<file path="config.mk">
export PLATFORM = sky130hd
export DESIGN_NAME = rtc_domain_power_wake_control
export DESIGN_NICKNAME = d
export VERILOG_FILES = /design/src/hw/rtc_domain_power_wake_control.v /design/src/hw/sticky_bits.v /design/src/hw/wake_pin_io.v
export VERILOG_INCLUDE_DIRS = /design/src /design/src/hw
export SDC_FILE = /design/constraint.sdc
export NUM_CORES = 1
export LEC_CHECK = 0
export BUFFER_PORTS_ARGS = -buffer_cell sky130_fd_sc_hd__buf_2
export CAP_MARGIN = 20
export CORE_MARGIN = 2
export CORE_UTILIZATION = 25
export DETAILED_ROUTE_END_ITERATION = 10
export GPL_TIMING_DRIVEN = 0
export PLACE_DENSITY = 0.52
export SLEW_MARGIN = 0
export SYNTH_ARGS = -nofsm -noshare
export SYNTH_HDL_FRONTEND = slang
export SYNTH_SLANG_ARGS = --single-unit
export TNS_END_PERCENT = 20
</file>
<file path="constraint.sdc">
create_clock -name mclk -period 1.5 [get_ports mclk]
set_input_delay 0.225 -clock mclk [delete_from_list [all_inputs] [get_ports mclk]]
set_output_delay 0.225 -clock mclk [all_outputs]
set_load 0.1 [all_outputs]
</file>
<file path="src/hw/rtc_pwr_regs.vh">
// Register map, field positions and reset values of the RTC power and wake block
`ifndef RTC_PWR_REGS_VH
`define RTC_PWR_REGS_VH

// Byte addresses on the register bus
`define EVENT_FLAGS_ADDR 16'h1920
`define POWER_MGMT_ADDR 16'h1930
`define IRQ_STATUS_ADDR 16'h1940
`define IRQ_MASK_ADDR 16'h1944
`define WAKE_ENABLE_ADDR 16'h1948
`define POWER_STATUS_ADDR 16'h194c

// Power management fields
`define PM_CLOCK_OUT_ENABLE 0
`define PM_REGULATOR_POWER_DOWN 1
`define PM_BANDGAP_POWER_DOWN 2
`define PM_WAKE_DIRECTION 3
`define PM_WAKE_DATA_OUT 4
`define PM_RESET 5'h10
`define PM_WIDTH 5

// Event flag fields, shared by flags, irq status, irq mask and wake enable
`define FL_MILLISECOND 0
`define FL_SECOND 1
`define FL_MINUTE 2
`define FL_HOUR 3
`define FL_DAY 4
`define FL_EXTERNAL 5
`define FL_ALARM 15
`define FL_IMPL_MASK 16'h803f
`define FL_RESET 16'h0000
`define WAKE_EN_RESET 16'h0000

// Power status fields (read only)
`define PS_REGULATOR_ENABLE 0
`define PS_BANDGAP_ENABLE 1
`define PS_WAKE_PIN_LEVEL 2
`define PS_CAUSE_PIN 4
`define PS_CAUSE_ALARM 5
`define PS_CAUSE_PERIODIC 6

`endif

</file>
<file path="src/hw/rtc_domain_power_wake_control.v">
// RTC domain power-down, wake pin, clock-out and event flag control with APB access
//
// How it works
// - Direction bit selects wake pin input/output
// - Input active high, output open-drain active low
// - Bandgap power-down stops regulators, reset comparator, bandgap
// - Bandgap shutdown ends on pin, alarm, periodic
// - Regulator power-down stops regulators and reset comparator
// - Bandgap stays on; same three wake sources
// - Clock-out pin follows enable bit
// - Sixteen-bit flags: alarm bit 15, events 5:0
// - Events set flags; writing one clears
// - Wake pin assertion sets external event flag
// - Wake data bit: 0 drives low, 1 floats
`timescale 1ns/1ps
`default_nettype none
`include "rtc_pwr_regs.vh"

module rtc_domain_power_wake_control #(
   parameter ADDR_WIDTH = 16,
   parameter PERIODIC_EVENTS = 5
) (
   input wire mclk,
   input wire srst,
   // APB slave
   input wire psel,
   input wire penable,
   input wire pwrite,
   input wire [ADDR_WIDTH-1:0] paddr,
   input wire [31:0] pwdata,
   input wire [3:0] pstrb,
   output wire pready,
   output wire [31:0] prdata,
   output wire pslverr,
   // Events from the RTC counters, one-cycle pulses
   input wire alarm_event,
   input wire [PERIODIC_EVENTS-1:0] periodic_event,
   // Wake pin as three signals
   input wire wake_pin_in,
   output wire wake_pin_out,
   output wire wake_pin_oe,
   // RTC clock and its gated copy for the clock-out pin
   input wire rtc_clk_in,
   output wire clock_out,
   // Static power controls, high means the circuit runs
   output wire regulator_enable,
   output wire reset_comparator_enable,
   output wire bandgap_enable,
   // Level interrupt
   output wire irq
);

   // Register state
   reg [`PM_WIDTH-1:0] power_mgmt_reg;
   reg [`PM_WIDTH-1:0] power_mgmt_next;
   reg [15:0] irq_mask_reg;
   reg [15:0] irq_mask_next;
   reg [15:0] wake_enable_reg;
   reg [15:0] wake_enable_next;
   reg [2:0] wake_cause_reg;
   reg [2:0] wake_cause_next;
   reg ready_reg;
   reg ready_next;
   reg [31:0] prdata_reg;
   reg slverr_reg;
   reg [15:0] read_word;
   reg read_hit;

   // Bus decode
   wire access;
   wire first_access;
   wire wr_done;
   wire rd_done;
   wire sel_flags;
   wire sel_pm;
   wire sel_irq_status;
   wire sel_irq_mask;
   wire sel_wake_en;
   wire sel_power_status;
   wire mapped;
   wire [15:0] byte_mask;
   wire [15:0] wr_bits;

   // Events and wake
   reg [15:0] event_bits;
   wire [15:0] flags;
   reg [15:0] flag_clear;
   wire [15:0] irq_status;
   reg [15:0] irq_status_clear;
   integer i;
   wire wake_direction;
   wire wake_data_out;
   wire wake_high;
   wire wake_rise;
   wire wake_by_pin;
   wire wake_by_alarm;
   wire wake_by_periodic;
   wire wake_request;
   wire power_down_any;
   wire [15:0] power_status;

   // ------------------------------------------------------------------
   // APB decode. One wait state so that read data can come from a flop.
   // ------------------------------------------------------------------
   assign access = psel & penable;
   assign first_access = access & ~ready_reg;
   assign wr_done = access & ready_reg & pwrite;
   assign rd_done = access & ready_reg & ~pwrite;

   assign sel_flags = (paddr == `EVENT_FLAGS_ADDR);
   assign sel_pm = (paddr == `POWER_MGMT_ADDR);
   assign sel_irq_status = (paddr == `IRQ_STATUS_ADDR);
   assign sel_irq_mask = (paddr == `IRQ_MASK_ADDR);
   assign sel_wake_en = (paddr == `WAKE_ENABLE_ADDR);
   assign sel_power_status = (paddr == `POWER_STATUS_ADDR);
   assign mapped = sel_flags | sel_pm | sel_irq_status | sel_irq_mask |
      sel_wake_en | sel_power_status;

   // Registers are 16 bits, so only the two low byte lanes matter
   assign byte_mask = {{8{pstrb[1]}}, {8{pstrb[0]}}};
   assign wr_bits = pwdata[15:0] & byte_mask;

   // Phase of the access: load read data, then answer. The fixed wait
   // state keeps prdata off the address decode path.
   localparam APB_LOAD = 1'b0;
   localparam APB_ANSWER = 1'b1;

   always @* begin
      ready_next = APB_LOAD;
      case (ready_reg)
         APB_LOAD: begin
            if (access) begin
               ready_next = APB_ANSWER;
            end
         end
         APB_ANSWER: begin
            ready_next = APB_LOAD;
         end
         default: begin
            ready_next = APB_LOAD;
         end
      endcase
   end

   always @(posedge mclk) begin
      if (srst) begin
         ready_reg <= APB_LOAD;
      end else begin
         ready_reg <= ready_next;
      end
   end

   assign pready = ready_reg;
   assign pslverr = slverr_reg & ready_reg;
   assign prdata = prdata_reg;

   // ------------------------------------------------------------------
   // Wake pin
   // ------------------------------------------------------------------
   assign wake_direction = power_mgmt_reg[`PM_WAKE_DIRECTION];
   assign wake_data_out = power_mgmt_reg[`PM_WAKE_DATA_OUT];

   wake_pin_io pin_io (
      .mclk(mclk),
      .srst(srst),
      .direction_out(wake_direction),
      .data_out(wake_data_out),
      .pin_in(wake_pin_in),
      .pin_out(wake_pin_out),
      .pin_oe(wake_pin_oe),
      .pin_high(wake_high),
      .pin_rise(wake_rise)
   );

   // ------------------------------------------------------------------
   // Event flags, write one to clear
   // ------------------------------------------------------------------
   // Fixed bit positions, so a build with fewer periodic sources keeps the map
   always @* begin
      event_bits = 16'h0000;
      for (i = 0; i < PERIODIC_EVENTS; i = i + 1) begin
         if (i <= `FL_DAY) begin
            event_bits[i] = periodic_event[i];
         end
      end
      event_bits[`FL_EXTERNAL] = wake_rise;
      event_bits[`FL_ALARM] = alarm_event;
   end

   always @* begin
      flag_clear = 16'h0000;
      if (wr_done & sel_flags) begin
         flag_clear = wr_bits;
      end
   end

   sticky_bits #(
      .WIDTH(16),
      .IMPL(`FL_IMPL_MASK)
   ) event_flags (
      .mclk(mclk),
      .srst(srst),
      .set_bits(event_bits),
      .clear_bits(flag_clear),
      .bits(flags)
   );

   // ------------------------------------------------------------------
   // Interrupt status, cleared by reading it
   // ------------------------------------------------------------------
   // Clear only what went out on the bus: an event that lands after the
   // read data was loaded stays pending for the next read
   always @* begin
      irq_status_clear = 16'h0000;
      if (rd_done & sel_irq_status) begin
         irq_status_clear = prdata_reg[15:0];
      end
   end

   sticky_bits #(
      .WIDTH(16),
      .IMPL(`FL_IMPL_MASK)
   ) irq_sticky (
      .mclk(mclk),
      .srst(srst),
      .set_bits(event_bits),
      .clear_bits(irq_status_clear),
      .bits(irq_status)
   );

   assign irq = |(irq_status & irq_mask_reg);

   // ------------------------------------------------------------------
   // Wake sources that end a static power-down
   // ------------------------------------------------------------------
   assign wake_by_pin = wake_high;
   assign wake_by_alarm = alarm_event & wake_enable_reg[`FL_ALARM];
   assign wake_by_periodic = |(periodic_event &
      wake_enable_reg[PERIODIC_EVENTS-1:0]);
   assign wake_request = wake_by_pin | wake_by_alarm | wake_by_periodic;
   assign power_down_any = power_mgmt_reg[`PM_BANDGAP_POWER_DOWN] |
      power_mgmt_reg[`PM_REGULATOR_POWER_DOWN];

   // ------------------------------------------------------------------
   // Power management register
   // ------------------------------------------------------------------
   always @* begin
      power_mgmt_next = power_mgmt_reg;
      if (wr_done & sel_pm & pstrb[0]) begin
         power_mgmt_next = pwdata[`PM_WIDTH-1:0];
      end
      // Wake leaves the power-down state even against a same-cycle write,
      // so a wake pin held high keeps the supplies up
      if (wake_request) begin
         power_mgmt_next[`PM_BANDGAP_POWER_DOWN] = 1'b0;
         power_mgmt_next[`PM_REGULATOR_POWER_DOWN] = 1'b0;
      end
   end

   always @* begin
      wake_cause_next = wake_cause_reg;
      if (wake_request & power_down_any) begin
         wake_cause_next = {wake_by_periodic, wake_by_alarm, wake_by_pin};
      end
   end

   always @* begin
      irq_mask_next = irq_mask_reg;
      wake_enable_next = wake_enable_reg;
      if (wr_done & sel_irq_mask) begin
         irq_mask_next = ((irq_mask_reg & ~byte_mask) | wr_bits) & `FL_IMPL_MASK;
      end
      if (wr_done & sel_wake_en) begin
         wake_enable_next = ((wake_enable_reg & ~byte_mask) | wr_bits) &
            `FL_IMPL_MASK;
      end
   end

   always @(posedge mclk) begin
      if (srst) begin
         power_mgmt_reg <= `PM_RESET;
         irq_mask_reg <= `FL_RESET;
         wake_enable_reg <= `WAKE_EN_RESET;
         wake_cause_reg <= 3'h0;
      end else begin
         power_mgmt_reg <= power_mgmt_next;
         irq_mask_reg <= irq_mask_next;
         wake_enable_reg <= wake_enable_next;
         wake_cause_reg <= wake_cause_next;
      end
   end

   // ------------------------------------------------------------------
   // Static power outputs. The bandgap survives a regulator-only
   // power-down for a quicker restart, at the cost of its own current.
   // Bypassed regulators make these outputs meaningless; software must
   // then leave both bits clear.
   // ------------------------------------------------------------------
   assign regulator_enable = ~power_down_any;
   assign reset_comparator_enable = ~power_down_any;
   assign bandgap_enable = ~power_mgmt_reg[`PM_BANDGAP_POWER_DOWN];

   // Glitch-free only if the enable changes while the RTC clock is low;
   // the enable is a static setting so that trade is accepted
   assign clock_out = rtc_clk_in & power_mgmt_reg[`PM_CLOCK_OUT_ENABLE];

   // ------------------------------------------------------------------
   // Read data, captured in the first access cycle
   // ------------------------------------------------------------------
   assign power_status = {9'h000, wake_cause_reg, 1'b0, wake_high,
      bandgap_enable, regulator_enable};

   always @* begin
      read_word = 16'h0000;
      read_hit = 1'b1;
      if (sel_flags) begin
         read_word = flags;
      end else if (sel_pm) begin
         read_word = {11'h000, power_mgmt_reg};
      end else if (sel_irq_status) begin
         read_word = irq_status;
      end else if (sel_irq_mask) begin
         read_word = irq_mask_reg;
      end else if (sel_wake_en) begin
         read_word = wake_enable_reg;
      end else if (sel_power_status) begin
         read_word = power_status;
      end else begin
         read_hit = 1'b0;
      end
   end

   always @(posedge mclk) begin
      if (srst) begin
         prdata_reg <= 32'h00000000;
         slverr_reg <= 1'b0;
      end else if (first_access) begin
         prdata_reg <= pwrite ? 32'h00000000 : {16'h0000, read_word};
         slverr_reg <= ~(read_hit & mapped);
      end
   end

endmodule

`default_nettype wire

</file>
<file path="src/hw/sticky_bits.v">
// Sticky status bits: hardware sets, a clear strobe clears, set wins
`timescale 1ns/1ps
`default_nettype none

module sticky_bits #(
   parameter WIDTH = 16,
   parameter [WIDTH-1:0] IMPL = {WIDTH{1'b1}}
) (
   input wire mclk,
   input wire srst,
   input wire [WIDTH-1:0] set_bits,
   input wire [WIDTH-1:0] clear_bits,
   output wire [WIDTH-1:0] bits
);

   reg [WIDTH-1:0] bits_reg;
   wire [WIDTH-1:0] bits_next;

   // A set arriving with its clear is kept; reserved bits never hold a one
   assign bits_next = ((bits_reg & ~clear_bits) | set_bits) & IMPL;

   always @(posedge mclk) begin
      if (srst) begin
         bits_reg <= {WIDTH{1'b0}};
      end else begin
         bits_reg <= bits_next;
      end
   end

   assign bits = bits_reg;

endmodule

`default_nettype wire

</file>
<file path="src/hw/wake_pin_io.v">
// Wake pin pad control: open-drain output and active-high input detection
`timescale 1ns/1ps
`default_nettype none

module wake_pin_io (
   input wire mclk,
   input wire srst,
   input wire direction_out,
   input wire data_out,
   input wire pin_in,
   output wire pin_out,
   output wire pin_oe,
   output wire pin_high,
   output wire pin_rise
);

   reg pin_last_reg;

   // Open drain: only ever pulls low, a one floats for the board pull-up
   assign pin_out = 1'b0;
   assign pin_oe = direction_out & ~data_out;

   // As an input the pin is active high; ignored while we own it
   assign pin_high = ~direction_out & pin_in;

   always @(posedge mclk) begin
      if (srst) begin
         pin_last_reg <= 1'b0;
      end else begin
         pin_last_reg <= pin_high;
      end
   end

   assign pin_rise = pin_high & ~pin_last_reg;

endmodule

`default_nettype wire

</file>
==> reports/results.tsv <==
metric	value	unit
critical path, cell by cell	a222oi_1, nand3_1, buf_6	
Tot GR Track Use	16.3	%
WL met2	4460	um
Iteration-0 DRC Markers	170	
Worst-Margin Slew	0.615	ns
# placed instances	548	
CTS tree	yes	
violated checks	setup timing	
Period minus WS final	1.71	ns
Min Hold Slack	0.179	ns
Worst EP required	1.27	ns
First-pass DRT Iterations	4	
final setup fails	6	
Die H	109	um
met3 WL	479	um
CP Capture Type	output port	
Syn Std Cell Area	0.00274	mm^2
met1 WL	4290	um
non-filler cells, final	562	
PwrDens	788	mW/mm^2
CP max-delay cell	a222oi_1	
nets	486	
setup slack, reg-to-reg	-0.02	ns
final hold vios	0	
most frequently used flop master after synthesis	dfxtp_1	
Worst-Skew Late Latency	0.31	ns
antenna violations before repair	0	
total gr overflow	0	
worst r2r path cells	4	
drt total wl	9380	um
Fmax achieved	0.585	GHz
HP Class	input pin to flip-flop	
Netlist cell types	50	
Hold Crit Depth	2	
fraction of the yosys area taken by sequential cells	34.4	%
highest metal layer with signal wires	met4	
Num CTS Buffers	5	
CP peak stage delay	0.41	ns
ant diodes	0	
final setup margin	-0.209	ns
Avg Vias per Cell	4.98	
crit path max fanout	3	
CTS max path bufs	2	
# rows	38	
Setup TNS	-0.280	ns
RSZ-0062 raised after global routing	yes	
Max transition margin	59.0	%
post-layout util	32.7	%
post-DP HPWL	7320	um
status	complete, but fails checks	
share of cells above drive strength 1	29.4	%
global-route wire length before repair	14600	um
GPL Wtd Cong	0.887	
Final Power	2770	uW
core area	0.0107	mm^2
Max Cap Viol	0	
Leakage	0.00136	uW
Synth Instances	332	
number of synthesized flops with an enable pin	0	
io pins	106	
die width	109	um
Final ANT Viol Nets	0	
number of port buffers	52	
vias in the first global route	2687	
Yosys reg bits	47	
Filler Cells Inserted	1187	
clock sink count	47	
Vias	2800	
skew final	0.00793	ns
area grow syn2layout	28.5	%
Setup CP Type	flip-flop to output port	
CTS H-Tree Depth	2	
max-slew violation count	0	
crit path launch	irq_sticky.bits[3]$_SDFF_PP0_	
Setup crit end	irq	
period utilization	114	%
FFs w/ async S/R, synth	0	%
Remaining DRCs	0	
die area	0.0118	mm^2
VDD IR max	0.363	mV
Avg Inst Size Synth	8.25	um^2
CTS Root Cell	clkbuf_8	
largest net degree at the start of global routing	15	
WL/cell	16.7	um
WP data arrival	1.48	ns
synth warn	0	
Reg2Reg Capture Point	power_mgmt_reg[2]$_SDFFE_PP0P_	
clock slew at reported path FFs	0.09	ns
Initial Utilization	25.5	%
CP startpoint kind	flip-flop	
[layout by cell type (no fill, tap or decap), types with 11 or more instances in the layout]
cell / netlist / routed
nand2b_1: 11 / 11
buf_4: 28 / 34
dfxtp_1: 47 / 43
conb_1: 1 / 25
inv_1: 15 / 15
buf_2: 6 / 49
nand4_1: 25 / 25
nand2_1: 14 / 14
o21ai_0: 30 / 26
a21oi_1: 36 / 36
[synthesized netlist by cell type, types with 3 or more instances]
library cell | n | share of area [%]
a21oi_1 | 36 | 6.6
a22oi_1 | 9 | 2.5
a311oi_1 | 6 | 1.9
a32oi_1 | 3 | 0.96
and2_1 | 4 | 0.91
and4_1 | 8 | 2.6
buf_2 | 6 | 1.1
buf_4 | 28 | 7.7
clkbuf_1 | 11 | 1.5
dfxtp_1 | 47 | 34
inv_1 | 15 | 2.1
mux2i_1 | 6 | 2.2
nand2_1 | 14 | 1.9
nand2b_1 | 11 | 2.5
nand3_1 | 8 | 1.5
nand4_1 | 25 | 5.7
nor2_1 | 11 | 1.5
nor2b_1 | 7 | 1.6
nor3_1 | 7 | 1.3
o2111ai_1 | 3 | 0.96
o21ai_0 | 30 | 5.5
[power breakdown]
part / switching [uW] / total (uW) / leakage [uW] / internal (uW)
Clock: 446 / 819 / 0.0000482 / 373
Sequential: 24.3 / 1300 / 0.000386 / 1280
Combinational: 492 / 651 / 0.000929 / 159
[critical path: cells and delay by family (launching register included)]
family | cells | cell delay, ns
buf+inv | 1 | 0.23
compound gates | 1 | 0.41
simple gates | 1 | 0.19
flops | 1 | 0.34
[per-stage QoR]
stage | cell area (um^2) | setup slack [ns]
after detailed placement | 3290 | -0.430
after global placement | 3290 | -0.430
after CTS | 3430 | -0.240
after global routing | 3520 | -0.308
final | 3520 | -0.209
after floorplan | 2850 | -0.132
[metal layers]
metal  GRT usage [%]  vias up
met4            4.49        0
li1                -     1363
met2            27.0       90
met5               0        -
met3            2.87       12
met1            21.8     1335
[worst min-delay path by stage]
| stage | start | to | slack [ns] |
|---|---|---|---|
| after floorplan | pwdata[0] | event_flags.bits[0]$_SDFF_PP0_ | 0.33 |
| after global placement | slverr_reg$_SDFFE_PP0P_ | slverr_reg$_SDFFE_PP0P_ | 0.44 |
| after detailed placement | slverr_reg$_SDFFE_PP0P_ | slverr_reg$_SDFFE_PP0P_ | 0.45 |
| after CTS | pwdata[3] | event_flags.bits[3]$_SDFF_PP0_ | 0.17 |
| after global routing | pwdata[5] | event_flags.bits[5]$_SDFF_PP0_ | 0.17 |
| final | pwdata[3] | event_flags.bits[3]$_SDFF_PP0_ | 0.18 |
[kinds of logic after synthesis]
logic type,after synthesis,share of synthesized area (%)
and+or+nand+nor,113,26.6
AOI/OAI and AO/OA,104,24.2
buffers and inverters,61,12.5
DFF,47,34.4
muxes,6,2.19
other,1,0.137
[timing repair]
item,CTS,global route
resized for setup,11,17
endpoints found under the setup margin,23,28
pin swaps,4,11
hold buffers,0,0
setup buffers,2,5
[cell type report]
cell class | instances | area [um^2] | share of cell area (%)
tap | 140 | 175 | 4.98
multi-input combinational | 248 | 1580 | 45.0
inverter | 15 | 56.3 | 1.60
timing repair buffer | 59 | 359 | 10.2
buffer | 45 | 305 | 8.68
sequential | 47 | 948 | 27.0
clock inverter | 1 | 5.00 | 0.142
clock buffer | 7 | 86.3 | 2.45
Power figures use the tool's default switching activity.
